`src/eew_pkg.sv`:
```
// package: constants and carrier types for the two-wire memory write path
package eew_pkg;
    localparam int          ADDR_W          = 11;
    localparam int          DATA_W          = 8;
    localparam int          PAGE_W          = 4;
    localparam int          MEM_BYTES       = 2048;
    localparam int          CLK_PERIOD_NS   = 8;
    localparam int          PROG_TIME_NS    = 5000000;
    localparam int          PROG_CYCLES     = (PROG_TIME_NS + CLK_PERIOD_NS - 1) / CLK_PERIOD_NS;
    localparam logic [3:0]  TYPE_ID_DEFAULT = 4'h5;
    localparam logic [3:0]  BIT_CNT_RESET   = 4'h0;
    localparam logic [3:0]  BIT_ACK_SLOT    = 4'h8;
    localparam logic [DATA_W-1:0] MEM_RESET = 8'hff;

    typedef enum {
        EEW_IDLE,
        EEW_SELECT,
        EEW_ADDR,
        EEW_DATA,
        EEW_PROG
    } eew_state_t;

    // sampled bus lines after synchronisation
    typedef struct packed {
        logic scl;
        logic sda;
    } eew_bus_t;
endpackage

```
`src/eew_slave.sv`:
```
// top: two-wire memory target, start/stop detection, select/address/data write path
module eew_slave #(
    parameter logic [3:0] TYPE_ID     = eew_pkg::TYPE_ID_DEFAULT, // arbitrary value
    parameter int         PROG_CYCLES = eew_pkg::PROG_CYCLES
) (
    // clock and power-on reset
    input  wire logic                         clock_in,
    input  wire logic                         reset_n_in,
    // two-wire bus pins
    input  wire logic                         scl_in,
    input  wire logic                         sda_in,
    output logic                              sda_out,
    output logic                              sda_oe_out,
    // write protect pin, pulled low outside when undriven
    input  wire logic                         write_protect_input_in,
    // status
    output logic                              busy_out,
    output logic [eew_pkg::ADDR_W-1:0]        addr_out
);
    ////////////////////////////////////////////////////////////////////////////////
    logic [1:0]  scl_sync_r, sda_sync_r, wp_sync_r;
    eew_pkg::eew_bus_t bus_r;
    eew_pkg::eew_state_t state_r, state_nxt;
    logic [3:0]  bit_cnt_r;
    logic [7:0]  shift_r;
    logic        ack_r;
    logic        acked_data_r;
    logic        addr_valid_r;
    logic        data_slot_r;
    logic [eew_pkg::ADDR_W-1:0] addr_r;
    logic [eew_pkg::ADDR_W-1:0] last_addr_r;
    logic        wrote_r;
    logic [31:0] prog_cnt_r;
    logic [eew_pkg::DATA_W-1:0] mem_r [eew_pkg::MEM_BYTES];
    logic [eew_pkg::DATA_W-1:0] page_buf_r [16];
    logic [15:0] page_vld_r;

    always_ff @(posedge clock_in or negedge reset_n_in) begin
        if (!reset_n_in) begin
            scl_sync_r <= 2'h3;
            sda_sync_r <= 2'h3;
            wp_sync_r  <= 2'h0;
            bus_r      <= '{scl: 1'b1, sda: 1'b1};
        end else begin
            scl_sync_r <= {scl_sync_r[0], scl_in};
            sda_sync_r <= {sda_sync_r[0], sda_in};
            wp_sync_r  <= {wp_sync_r[0], write_protect_input_in};
            bus_r      <= '{scl: scl_sync_r[1], sda: sda_sync_r[1]};
        end
    end

    ////////////////////////////////////////////////////////////////////////////////
    wire scl_now    = scl_sync_r[1];
    wire sda_now    = sda_sync_r[1];
    wire wp_now     = wp_sync_r[1];
    wire busy       = (state_r == eew_pkg::EEW_PROG);
    wire start_det  = bus_r.scl && scl_now && bus_r.sda && !sda_now && !busy;
    wire stop_det   = bus_r.scl && scl_now && !bus_r.sda && sda_now && !busy;
    wire scl_rise   = !bus_r.scl && scl_now;
    wire scl_fall   = bus_r.scl && !scl_now;
    wire byte_done  = scl_rise && (bit_cnt_r == 4'h7);
    wire [7:0] byte_in = {shift_r[6:0], sda_now};
    wire sel_match  = (byte_in[7:4] == TYPE_ID) && !byte_in[0];
    wire prog_done  = busy && (prog_cnt_r == 32'h0);
    // the first rise of the slot after a data acknowledge has already counted one bit
    wire prog_go    = stop_det && (state_r == eew_pkg::EEW_DATA)
                      && (bit_cnt_r == 4'h1) && acked_data_r;
    wire [3:0] page_ofs = addr_r[eew_pkg::PAGE_W-1:0];

    // next state
    always_comb begin
        state_nxt = state_r;
        case (state_r)
            eew_pkg::EEW_IDLE:   if (start_det) state_nxt = eew_pkg::EEW_SELECT;
            eew_pkg::EEW_SELECT: if (byte_done) state_nxt = sel_match ? eew_pkg::EEW_ADDR
                                                                      : eew_pkg::EEW_IDLE;
            eew_pkg::EEW_ADDR:   if (byte_done) state_nxt = eew_pkg::EEW_DATA;
            eew_pkg::EEW_DATA:   state_nxt = eew_pkg::EEW_DATA;
            eew_pkg::EEW_PROG:   if (prog_done) state_nxt = eew_pkg::EEW_IDLE;
            default:             state_nxt = eew_pkg::EEW_IDLE;
        endcase
        if (!busy && start_det)
            state_nxt = eew_pkg::EEW_SELECT;
        else if (!busy && stop_det)
            state_nxt = prog_go ? eew_pkg::EEW_PROG : eew_pkg::EEW_IDLE;
    end

    ////////////////////////////////////////////////////////////////////////////////
    always_ff @(posedge clock_in or negedge reset_n_in) begin
        if (!reset_n_in) begin
            state_r <= eew_pkg::EEW_IDLE;
        end else begin
            state_r <= state_nxt;
        end
    end

    // bit counter and shift register; the ninth slot is counted as 8
    always_ff @(posedge clock_in or negedge reset_n_in) begin
        if (!reset_n_in) begin
            bit_cnt_r    <= eew_pkg::BIT_CNT_RESET;
            shift_r      <= 8'h00;
        end else if (start_det || busy) begin
            bit_cnt_r    <= eew_pkg::BIT_CNT_RESET;
        end else if (scl_rise) begin
            shift_r      <= byte_in;
            bit_cnt_r    <= (bit_cnt_r == eew_pkg::BIT_ACK_SLOT) ? eew_pkg::BIT_CNT_RESET
                                                                  : bit_cnt_r + 4'h1;
        end
    end

    // acknowledge drive: pull low from the falling edge after bit 8 to the next fall
    always_ff @(posedge clock_in or negedge reset_n_in) begin
        if (!reset_n_in) begin
            ack_r        <= 1'b0;
        end else if (busy || start_det || stop_det) begin
            ack_r        <= 1'b0;
        end else if (scl_fall && bit_cnt_r == eew_pkg::BIT_ACK_SLOT) begin
            case (state_r)
                eew_pkg::EEW_ADDR: ack_r <= 1'b1;
                eew_pkg::EEW_DATA: ack_r <= 1'b1;
                default:           ack_r <= 1'b0;
            endcase
        end else if (scl_fall && bit_cnt_r == 4'h1 && state_r == eew_pkg::EEW_DATA
                     && addr_valid_r) begin
            ack_r <= 1'b0;
        end else if (scl_fall) begin
            ack_r <= 1'b0;
        end
    end

    // which byte the pending ninth slot belongs to
    always_ff @(posedge clock_in or negedge reset_n_in) begin
        if (!reset_n_in) begin
            addr_valid_r <= 1'b0;
            data_slot_r  <= 1'b0;
        end else if (start_det || busy) begin
            addr_valid_r <= 1'b0;
            data_slot_r  <= 1'b0;
        end else if (byte_done) begin
            addr_valid_r <= (state_r == eew_pkg::EEW_DATA) || (state_r == eew_pkg::EEW_ADDR);
            data_slot_r  <= (state_r == eew_pkg::EEW_DATA);
        end
    end

    // the slot acknowledge is withheld for data bytes while protected
    wire ack_drive = ack_r && !(data_slot_r && wp_now);

    always_ff @(posedge clock_in or negedge reset_n_in) begin
        if (!reset_n_in) begin
            sda_out    <= 1'b0;
            sda_oe_out <= 1'b0;
            busy_out   <= 1'b0;
        end else begin
            sda_out    <= 1'b0;
            sda_oe_out <= ack_drive && !busy;
            busy_out   <= (state_nxt == eew_pkg::EEW_PROG);
        end
    end

    ////////////////////////////////////////////////////////////////////////////////
    // address counter, page buffer; memory is only committed at the end of programming
    always_ff @(posedge clock_in or negedge reset_n_in) begin
        if (!reset_n_in) begin
            addr_r       <= '0;
            last_addr_r  <= '0;
            wrote_r      <= 1'b0;
            page_vld_r   <= 16'h0000;
        end else if (prog_done) begin
            addr_r       <= last_addr_r + 11'h001;
            page_vld_r   <= 16'h0000;
            wrote_r      <= 1'b0;
        end else if (!busy && byte_done && state_r == eew_pkg::EEW_SELECT && sel_match) begin
            addr_r[10:8] <= byte_in[3:1];
            page_vld_r   <= 16'h0000;
            wrote_r      <= 1'b0;
        end else if (!busy && byte_done && state_r == eew_pkg::EEW_ADDR) begin
            addr_r[7:0]  <= byte_in;
        end else if (!busy && byte_done && state_r == eew_pkg::EEW_DATA && !wp_now) begin
            page_buf_r[page_ofs]  <= byte_in;
            page_vld_r[page_ofs]  <= 1'b1;
            last_addr_r           <= addr_r;
            wrote_r               <= 1'b1;
            addr_r[3:0]           <= page_ofs + 4'h1;
        end
    end

    always_ff @(posedge clock_in or negedge reset_n_in) begin
        if (!reset_n_in) begin
            acked_data_r <= 1'b0;
        end else if (start_det || busy) begin
            acked_data_r <= 1'b0;
        end else if (scl_rise) begin
            // set only if the line really was low in a data slot; survives the next rise, clears on the one after
            acked_data_r <= (bit_cnt_r == eew_pkg::BIT_ACK_SLOT && data_slot_r && !sda_now)
                            || (acked_data_r && bit_cnt_r == eew_pkg::BIT_CNT_RESET);
        end
    end

    always_ff @(posedge clock_in or negedge reset_n_in) begin
        if (!reset_n_in) begin
            prog_cnt_r <= '0;
        end else if (prog_go) begin
            prog_cnt_r <= PROG_CYCLES - 1;
        end else if (busy && prog_cnt_r != 32'h0) begin
            prog_cnt_r <= prog_cnt_r - 32'h1;
        end
    end

    // one process owns the array; the buffered bytes of the page land in the cycle programming ends
    always_ff @(posedge clock_in) begin
        if (prog_done) begin
            for (int i = 0; i < 16; i++) begin
                if (page_vld_r[i])
                    mem_r[{last_addr_r[10:4], i[3:0]}] <= page_buf_r[i];
            end
        end
    end

    always_ff @(posedge clock_in or negedge reset_n_in) begin
        if (!reset_n_in) addr_out <= '0;
        else             addr_out <= addr_r;
    end
endmodule // eew_slave

```
`config.mk`:
```
export PLATFORM = sky130hd
export DESIGN_NAME = eew_slave
export DESIGN_NICKNAME = d
export VERILOG_FILES = /design/src/eew_pkg.sv /design/src/eew_slave.sv
export SDC_FILE = /design/constraint.sdc
export NUM_CORES = 1
export LEC_CHECK = 0
export CELL_PAD_IN_SITES_DETAIL_PLACEMENT = 1
export CELL_PAD_IN_SITES_GLOBAL_PLACEMENT = 1
export CORE_ASPECT_RATIO = 1.25
export CORE_UTILIZATION = 45
export CTS_CLUSTER_DIAMETER = 40
export DETAILED_ROUTE_END_ITERATION = 12
export DONT_BUFFER_PORTS = 1
export PLACE_DENSITY_LB_ADDON = 0.1
export SLEW_MARGIN = 5
export SYNTH_ARGS = -nofsm -noshare
export SYNTH_HDL_FRONTEND = slang
export SYNTH_SLANG_ARGS = --single-unit
```
`constraint.sdc`:
```
create_clock -name clock_in -period 4.7 [get_ports clock_in]
set_clock_uncertainty 0.05 [all_clocks]
set_input_delay 0.94 -clock clock_in [delete_from_list [all_inputs] [get_ports clock_in]]
set_output_delay 0.94 -clock clock_in [all_outputs]
set_load 0.01 [all_outputs]
```
# Word level (Yosys, flattened, before mapping)
# Cells that the tools add are included.
[totals]
elab_cells = 134
reg_bits = 122
[classes]
n_reduce_logical = 61
n_eq_ne = 14
add_sub_neg = 4
n_bitwise = 4
muxes = 31
[op_table]
columns = ["cell", "count"]
rows = [
  ["$mux 32", 8],
  ["$pmux 32 s5", 1],
  ["$eq 32x2->1 const B", 3],
  ["$eq 32x3->1 const B", 3],
  ["$eq 32x4->1 const B", 2],
  ["$logic_not 32->1", 2],
  ["$logic_and 1x1->1", 34],
  ["$eq 32x1->1 const B", 1],
  ["$reduce_bool 32->1", 1],
  ["$sub 32x1->32 const B", 1],
  ["$mux 4", 6],
  ["$add 11x1->11 const B", 1],
  ["$mux 1", 11],
  ["$mux 11", 1],
  ["$reduce_bool 2->1", 5],
  ["$add 4x1->4 const B", 2],
  ["$eq 4x3->1 const B", 2],
  ["$mux 8", 1],
  ["$logic_not 1->1", 7],
  ["$mux 3", 2],
  ["$reduce_and 2->1", 3],
  ["$eq 4x1->1 const B", 1],
  ["$eq 4x4->1 const B", 1],
  ["$logic_not 4->1", 1],
  ["8 further kinds", 14],
]

# Depth between registers and ports, before layout
# Gate-level depths: netlist of the first run.
[depth]
word_depth = 11
depth_mapped = 9
mapped_depth_nobuf = 8

# Worst setup path before layout of the first run
# No wires, ideal clock.
[synth_path]
path_type = "flip-flop to flip-flop"
startpoint = "register state_r[17]"
endpoint = "register prog_cnt_r[28]"
setup_slack_ns = 2.284
path_buffers = 1
path_stages_with_launch = 8
t_arrival_ns = 2.289
period_less_slack_ns = 2.416
setup_ns = 0.077
cell_sequence = "dfrtp_1 nor4_2 nand4_2 or2_1 buf_6 or4_4 or3_1 a21oi_1"
[synth_between]
elab_chain_cells = 7
elab_cells_between_ends = 10
cone_classes = "eq/ne: 2; mux: 1; reduce/logical: 7"
[synth_lines]
columns = ["element", "line", "text"]
rows = [
  ["start, declared", "eew_slave.sv:23", "eew_pkg::eew_state_t state_r, state_nxt;"],
  ["start signal, assigned", "eew_slave.sv:91", "state_r <= eew_pkg::EEW_IDLE;"],
  ["start signal, assigned", "eew_slave.sv:93", "state_r <= state_nxt;"],
  ["$eq 32x4->1", "eew_slave.sv:56", "wire busy = (state_r == eew_pkg::EEW_PROG);"],
  ["$logic_not 1->1", "eew_slave.sv:58", "wire stop_det = bus_r.scl && scl_now && !bus_r.sda && sda_now && !busy;"],
  ["$logic_and 1x1->1", "eew_slave.sv:58", ""],
  ["$logic_and 1x1->1", "eew_slave.sv:66", "wire prog_go = stop_det && (state_r == eew_pkg::EEW_DATA)"],
  ["$logic_and 1x1->1 (2 in series)", "eew_slave.sv:67", "&& (bit_cnt_r == 4'h1) && acked_data_r;"],
  ["$mux 32 / $reduce_bool 2->1 (equally long branches)", "-", ""],
  ["end signal, assigned", "eew_slave.sv:203", "prog_cnt_r <= PROG_CYCLES - 1;"],
  ["end signal, assigned", "eew_slave.sv:205", "prog_cnt_r <= prog_cnt_r - 32'h1;"],
  ["end, declared", "eew_slave.sv:33", "logic [31:0] prog_cnt_r;"],
]
# Parallel ways exist; a longest one is shown, timed or not.
# A chain may end at the register's enable or synchronous reset.

# Worst setup path after layout of the first run
[layout_path]
startpoint = "register scl_sync_r[1]"
endpoint = "register last_addr_r[4] (netlist bit)"
[layout_between]
elab_chain_cells = 7
elab_cells_between_ends = 11
cone_classes = "bitwise: 2; reduce/logical: 9"
[layout_lines]
columns = ["element", "line", "text"]
rows = [
  ["start, declared", "eew_slave.sv:21", "logic [1:0] scl_sync_r, sda_sync_r, wp_sync_r;"],
  ["start signal, assigned", "eew_slave.sv:45", "scl_sync_r <= {scl_sync_r[0], scl_in};"],
  ["$logic_and 1x1->1 *", "eew_slave.sv:59", "wire scl_rise = !bus_r.scl && scl_now;"],
  ["$logic_and 1x1->1 *", "eew_slave.sv:61", "wire byte_done = scl_rise && (bit_cnt_r == 4'h7);"],
  ["$logic_and 1x1->1 *", "eew_slave.sv:172, eew_slave.sv:176, eew_slave.sv:178", ""],
  ["$logic_and 1x1->1 (2 in series)", "eew_slave.sv:172", "end else if (!busy && byte_done && state_r == eew_pkg::EEW_SELECT && sel_match) begin"],
  ["$not 1->1 (no source line)", "-", ""],
  ["$reduce_and 4->1 (no source line) *", "-", ""],
  ["end signal, assigned", "eew_slave.sv:181", "last_addr_r <= addr_r;"],
  ["end, declared", "eew_slave.sv:31", "logic [eew_pkg::ADDR_W-1:0] last_addr_r;"],
]
# Every way passes the cells marked *; elsewhere a longest branch is shown, timed or not.

==> key figures, run 1 <==
Clocking
  • Postcts setup bufs: 0
  • CTS Buffer Depth: 2
  • CTS Hold Bufs: 0
  • Clk sink count: 121
  • Worst-Skew Late Latency: between 0.4 and 0.5 ns
  • CTS tree: done
  • Cts bufs inserted: 17
  • Resized cells post-CTS: 0
  • H-tree depth: 4
  • Clock-pin slew on the worst setup and hold paths: 0.06 ns
  • Clock Tree Root: clkbuf_16

Hold path
  • Hold Path Class: in -> async

Critical path
  • CP max stage delay: 0.58 ns
  • Crit path capture type: register
  • CP Data Required Time: just under 5 ns
  • Reg2reg start: scl_sync_r[1]
  • Crit-path max FO: 11
  • Crit path launch type: register
  • Crit path DAT: between 3 and 4 ns
  • CP Cell Sequence: nor2b_1, nand4b_1, nor4_1, nand3b_1, mux2_2
  • Slowest CP cell: dfstp_2
  • Crit path from: scl_sync_r[1]
  • Worst Setup Path Type: reg -> reg

Finish
  • Filler cell count: between 1,000 and 1,500
  • Final Instance Area: 6266 sq um
  • Area Growth Syn to Fin: 16.30%
  • Layout Nets: 530
  • Post-route insts no fill: 692
  • Area of the multi-input gates: around 2400 sq um
  • Reg area: a little over 3000 sq um
  • Share of layout cells above drive strength 1: 0.1525
  • Antenna Cells: 0

STA
  • RSZ-0062 raised after global routing: false
  • Min Clock Period, post-route: 2.887 ns
  • Slew Limit Fails: 0
  • Final period util: 0.6142
  • Slew margin rel.: 0.2616
  • Fmax: roughly 350 MHz
  • Endpoints failing setup: 0
  • Final hold vios: 0
  • Setup TNS: 0 ns
  • Worst-Margin Slew: 1.103 ns

Die
  • Die Y: 124.3 um
  • Die area: 12,420 sq um
  • Ports: 19
  • Core Box Area: 11,620 sq um
  • Initial Utilization: 0.4638
  • Die X: ~100 um
  • Row cnt: 44

Synth
  • Seq/Total Area, Yosys: 0.5634
  • Synth Area in XOR/XNOR: 0.04714
  • #FFs+latches synth: 121
  • Post-synth cell types: 56
  • Leading area contributor after synthesis: dfrtp_1
  • Synth Flop Type: dfrtp_1
  • Post-synthesis cell count: 482
  • Yosys warning count: 0
  • Number of synthesized flops with an enable pin: 0
  • Synth area leaders: dfrtp_1, mux2_2, nand2_1
  • Avg Cell Area, Syn: 11.18 sq um
  • Synthesized area: 5388 sq um
  • Adder-cell area share of the yosys netlist: 0.01626
  • Largest family of logic cells by synthesized area: simple AND/OR/NAND/NOR gates
  • Multiplexer area fraction after synthesis: 0.05086
  • Synth Area in Compound Gates: 0.06015
  • Simple-gate share of the synthesized area: 0.2441
  • Share of the synthesized area in the top cell type: 0.5341
  • Synth async-reset ratio: 1.000

Power and ir drop
  • Max VDD drop: between 0.3 and 0.4 mV
  • P_leak: 2.905 nW
  • PD cells: 411.7 nW/um^2
  • Power Total: 2.580 mW

Placed design
  • PortBufs: 0
  • Placed insts: 660
  • Routability cong.: 0.8070
  • DP Area: 5653 sq um
  • Detailed Place HPWL: roughly 8500 um

Global routing
  • Aggregate global routing overflow: 0
  • Initial antenna violation count: 0
  • First-pass GRT wire length: 21,040 um
  • Vias in the first global route: 4,110
  • GRT Overall Usage: 0.2243
  • Largest net degree at the start of global routing: 122

Route
  • Per-cell routed wire length: around 18 um
  • Initial drt markers: approximately 120
  • Antenna Nets Post-Route: 0
  • Vias per Instance: 5.529
  • Final WL: 12,490 um
  • DR vias: 3,826
  • DRT Pass-1 Iters: 4
  • Residual DRC: 0

Outcome
  • Status: finished clean

Job
  • Max Cap Violations: 0
per-layer routing:
metal	track usage	vias to the layer above	wire, um
met5	0	-	0
met4	0.1133	0	360
met3	0.05107	27	319
met2	0.3805	53	6530
met1	0.2631	1954	5275
li1	-	1792	-
critical path: cells and delay by family, from the launching register on:
family / cells / cell delay (ns)
muxes: 1 / 0.46
and+or+nand+nor: 4 / 1.68
DFF: 1 / 0.58
area by class of cell:
cell class                 instances  area share
timing repair buffer               3    0.003594
inverter                           7    0.004193
multi-input combinational        368      0.3778
clock buffer                      18     0.07009
sequential                       121      0.4844
tap                              161     0.03215
clock inverter                    14     0.02776
path summary, 6_finish.rpt:
path	endpoint	slack, ns	depth (start not counted)
hold reg to reg	wp_sync_r[1]	0.31	0
hold / removal	shift_r[6]	0.17	0
min in group clock_in	wp_sync_r[1]	0.31	0
setup reg to reg	last_addr_r[4]	1.81	5
setup / recovery	last_addr_r[4]	1.81	5
max in group asynchronous	scl_sync_r[0]	4.24	0
where the power goes:
group | internal, mW | leakage, nW | total, mW | switching (mW)
registers | 1.10 | 1.58 | 1.16 | 0.0616
clock network | 0.849 | 0.294 | 1.33 | 0.484
logic | 0.0481 | 1.03 | 0.0897 | 0.0416
total | 1.99 | 2.91 | 2.58 | 0.587
registers in the layout, indices dropped and copies added, names as in the netlist, 2 cells and up:
name         cells
state_r         32
prog_cnt_r      32
scl_sync_r       2
addr_r          11
bus_r            2
sda_sync_r       2
last_addr_r     11
bit_cnt_r        4
wp_sync_r        2
shift_r          7
addr_out        11
cells in the mapped netlist (3+ instances only):
library cell,n
nand2_1,53
nand4_1,17
a211oi_1,3
dfstp_2,6
ha_1,7
dfrtp_1,115
xor2_1,19
or4_1,7
o21ai_0,14
or3_1,9
o211ai_1,5
a21oi_1,13
a31oi_1,3
nand3_1,20
inv_1,7
mux2i_1,6
xnor2_1,10
a22oi_1,3
o31ai_1,3
nor3_1,9
nand4b_1,9
nor4_1,10
o22ai_1,3
and3_1,5
nor4b_1,3
mux2_2,19
nor2_1,43
nor3b_1,4
nor4_2,13
clkbuf_1,13
stage by stage:
stage          utilization  worst slack [ns]  hold slack (ns)
4_1_cts             0.5394             1.828           0.1501
6_report            0.5394             1.813           0.1682
3_5_place_dp        0.4866             1.869           0.2917
5_1_grt             0.5394             1.601           0.1503
3_3_place_gp        0.4866             1.803           0.2931
2_1_floorplan            -             2.284           0.2812
cells by family (layout without fill, tap and decap cells):
logic type	Yosys count	after routing
XOR/XNOR	29	29
adder cells (fa/ha/maj)	7	7
flip-flops	121	121
other	1	30
buffers and inverters	22	42
AO/OA/AOI/OAI	53	53
AND/OR/NAND/NOR	224	224
multiplexers	25	25
placed cells by master, fill, tap and decap left out, types with 9 or more instances in the layout:
master,Yosys,final
a21oi_1,13,13
clkbuf_16,0,17
conb_1,1,30
dfrtp_1,115,115
mux2_2,19,19
nand2_1,53,53
nand3_1,20,20
nand4_1,17,17
nand4b_1,9,9
nor2_1,43,43
nor3_1,9,9
nor4_1,10,10
nor4_2,13,13
o21ai_0,14,14
or3_1,9,9
xnor2_1,10,10
xor2_1,19,19
Note: power is estimated with default switching activity, not from simulation.
==> run 2: changes to the inputs <==
==> constraint.sdc (replaced) <==
create_clock -name clock_in -period 2.45 [get_ports clock_in]
set_clock_uncertainty 0.05 [all_clocks]
set_input_delay 0.49 -clock clock_in [delete_from_list [all_inputs] [get_ports clock_in]]
set_output_delay 0.49 -clock clock_in [all_outputs]
set_load 0.01 [all_outputs]
==> run 2 against run 1 <==
Global-route usage up 2.7 points. Largest power group unchanged. The flow now finishes with violations (negative hold slack). Design area up 12%. Via count up 8.3%. Wire length up 16%. Core utilization up 6.4 points. Count of clock-buffer cells in the layout unchanged. Combinational power rose to 2.7 times the previous value. Register-to-register slack worse by 1.8 ns. Final cell count up 10%. Flip-flop and latch count unchanged. Clock power up 91%.
==> key figures, run 2 (synthesized netlist as in run 1, its figures left out) <==
Finish
  • Final core occ: 0.6036
  • Biggest regs: prog_cnt_r x32, state_r x32
  • Most frequent cells in the layout: dfrtp_1, buf_4, nand2_1
  • Antenna Cells: 0
  • Reg area: 3037 sq um
  • Final Instance Area: 7012 sq um
  • Area Growth Syn to Fin: 30.14%
  • Area of the multi-input gates: 2557 sq um
  • Layout Nets: between 600 and 700
  • Most common cell after layout, fill and taps aside: dfrtp_1
  • Share of layout cells above drive strength 1: 0.2940
  • Filler cell count: 1,212

Global routing
  • GRT Overall Usage: 0.2517
  • Aggregate global routing overflow: 0
  • First-pass GRT wire length: 23,770 um
  • Largest net degree at the start of global routing: 122
  • Vias in the first global route: 4,665
  • Initial antenna violation count: 0

Hold path
  • Hold Path Class: in -> async

STA
  • Setup ws final: 0.007639 ns
  • Hold_ws: -0.2845 ns
  • Slew Limit Fails: 0
  • Worst-Margin Slew: 0.6044 ns
  • RSZ-0062 raised after global routing: true
  • Slew margin rel.: 0.5956
  • Min Clock Period, post-route: 2.442 ns
  • Setup TNS: 0 ns
  • Fmax: approximately 400 MHz
  • Final period util: 0.9969
  • Endpoints failing setup: 0
  • Final hold vios: 121

Placed design
  • Pre-CTS setup slack: -0.08511 ns
  • PortBufs: 0
  • Routability cong.: 0.8326
  • Detailed Place HPWL: 9617 um
  • DP Area: 6116 sq um

Critical path
  • Crit path capture type: register
  • Crit-path max FO: 4
  • Worst reg2reg path depth: 8
  • R2R Path End: prog_cnt_r[29]
  • Crit path launch type: register
  • Reg2reg start: prog_cnt_r[3]
  • Worst Setup Path Type: reg -> reg
  • Reg2Reg Setup Slack: 0.008 ns
  • Crit path DAT: 2.71 ns
  • CP Data Required Time: 2.72 ns

Power and ir drop
  • P_leak: about 3.3 nW
  • PD cells: about 710 nW/um^2
  • Max VDD drop: 0.3782 mV

Route
  • Vias per Instance: 5.429
  • DRT Pass-1 Iters: 4
  • Initial drt markers: 115
  • Metal2 WL: 7999 um
  • Met1 wire length: 5812 um
  • Top sig layer: met4
  • Residual DRC: 0
  • Met3 WL post-DR: 331 um
  • Final WL: 14,480 um
  • DR vias: ~4,100
  • Per-cell routed wire length: between 15 and 20 um
  • Antenna Nets Post-Route: 0

Die
  • Ports: 19
  • Initial Utilization: 0.4638
  • Core Box Area: 11,620 sq um
  • Die area: 12,420 sq um
  • Die X: 99.87 um
  • Die Y: between 100 and 150 um
  • Row cnt: 44

Outcome
  • Status: finished with violations
  • Failing checks: negative hold slack

Clocking
  • CTS tree: done
  • Clk sink count: 121
  • CTS Buffer Depth: 2
  • Worst-Skew Late Latency: 0.43 ns
  • Cts bufs inserted: 17
  • CTS Hold Bufs: 2
  • Clock-pin slew on the worst setup and hold paths: roughly 0.060 ns
  • H-tree depth: 4
  • Clock Tree Root: clkbuf_16

Job
  • Max Cap Violations: 0
## run 2: cell type report
class / instances / share of cell area
sequential: 121 / 0.4331
clock inverter: 14 / 0.02463
inverter: 7 / 0.003747
clock buffer: 18 / 0.06121
multi-input combinational: 368 / 0.3647
tap: 161 / 0.02873
timing repair buffer: 74 / 0.08387
## run 2: power by group
part           total (mW)  switching, mW  internal (mW)  leakage, nW
sequential           2.19         0.0929           2.10         1.58
combinational       0.240          0.118          0.122         1.43
clock                2.54          0.936           1.60        0.279
## run 2: critical path, cell delays in order (launching register included)
cell and delay, ns:
dfrtp_1 0.42, nor4_1 0.27, buf_4 0.17, nand4_1 0.14, or4_4 0.47, buf_4 0.18, nor4_1 0.40, xnor2_1 0.17
nor2_1 0.06
## run 2: per-stage QoR
stage / power [mW] / hold WS (ns) / instances
global route: 5.151 / -0.3085 / 763
global placement: 2.431 / 0.1484 / 720
detailed placement: 2.452 / 0.1478 / 720
floorplan: 2.357 / 0.1444 / 511
CTS: 5.011 / -0.3060 / 756
finish: 4.971 / -0.2845 / 763
## run 2: per-layer routing
metal  vias to the layer above  global-route usage
met5                         -                   0
met4                         0              0.1107
met3                        29             0.05724
met2                        57              0.4458
met1                      2131              0.2852
li1                       1925                   -
## run 2: worst max-delay path by stage
| stage | cells past startpoint | from | to | slack (ns) |
|---|---|---|---|---|
| 2_1_floorplan | 7 | state_r[17] | prog_cnt_r[28] | 0.03 |
| 5_1_grt | 7 | state_r[20] | prog_cnt_r[29] | -0.08 |
| 3_5_place_dp | 8 | state_r[20] | addr_r[7] | -0.09 |
| 4_1_cts | 8 | state_r[20] | addr_r[7] | -0.007 |
| 3_3_place_gp | 6 | state_r[17] | prog_cnt_r[28] | 0.02 |
| 6_report | 8 | prog_cnt_r[3] | prog_cnt_r[29] | 0.008 |
## run 2: repair_timing
item | in CTS | in global routing
setup buffers | 2 | 7
pin swaps | 4 | 12
hold endpoints to repair | 123 | 121
setup endpoints to repair | 15 | 50
resized for setup | 11 | 34
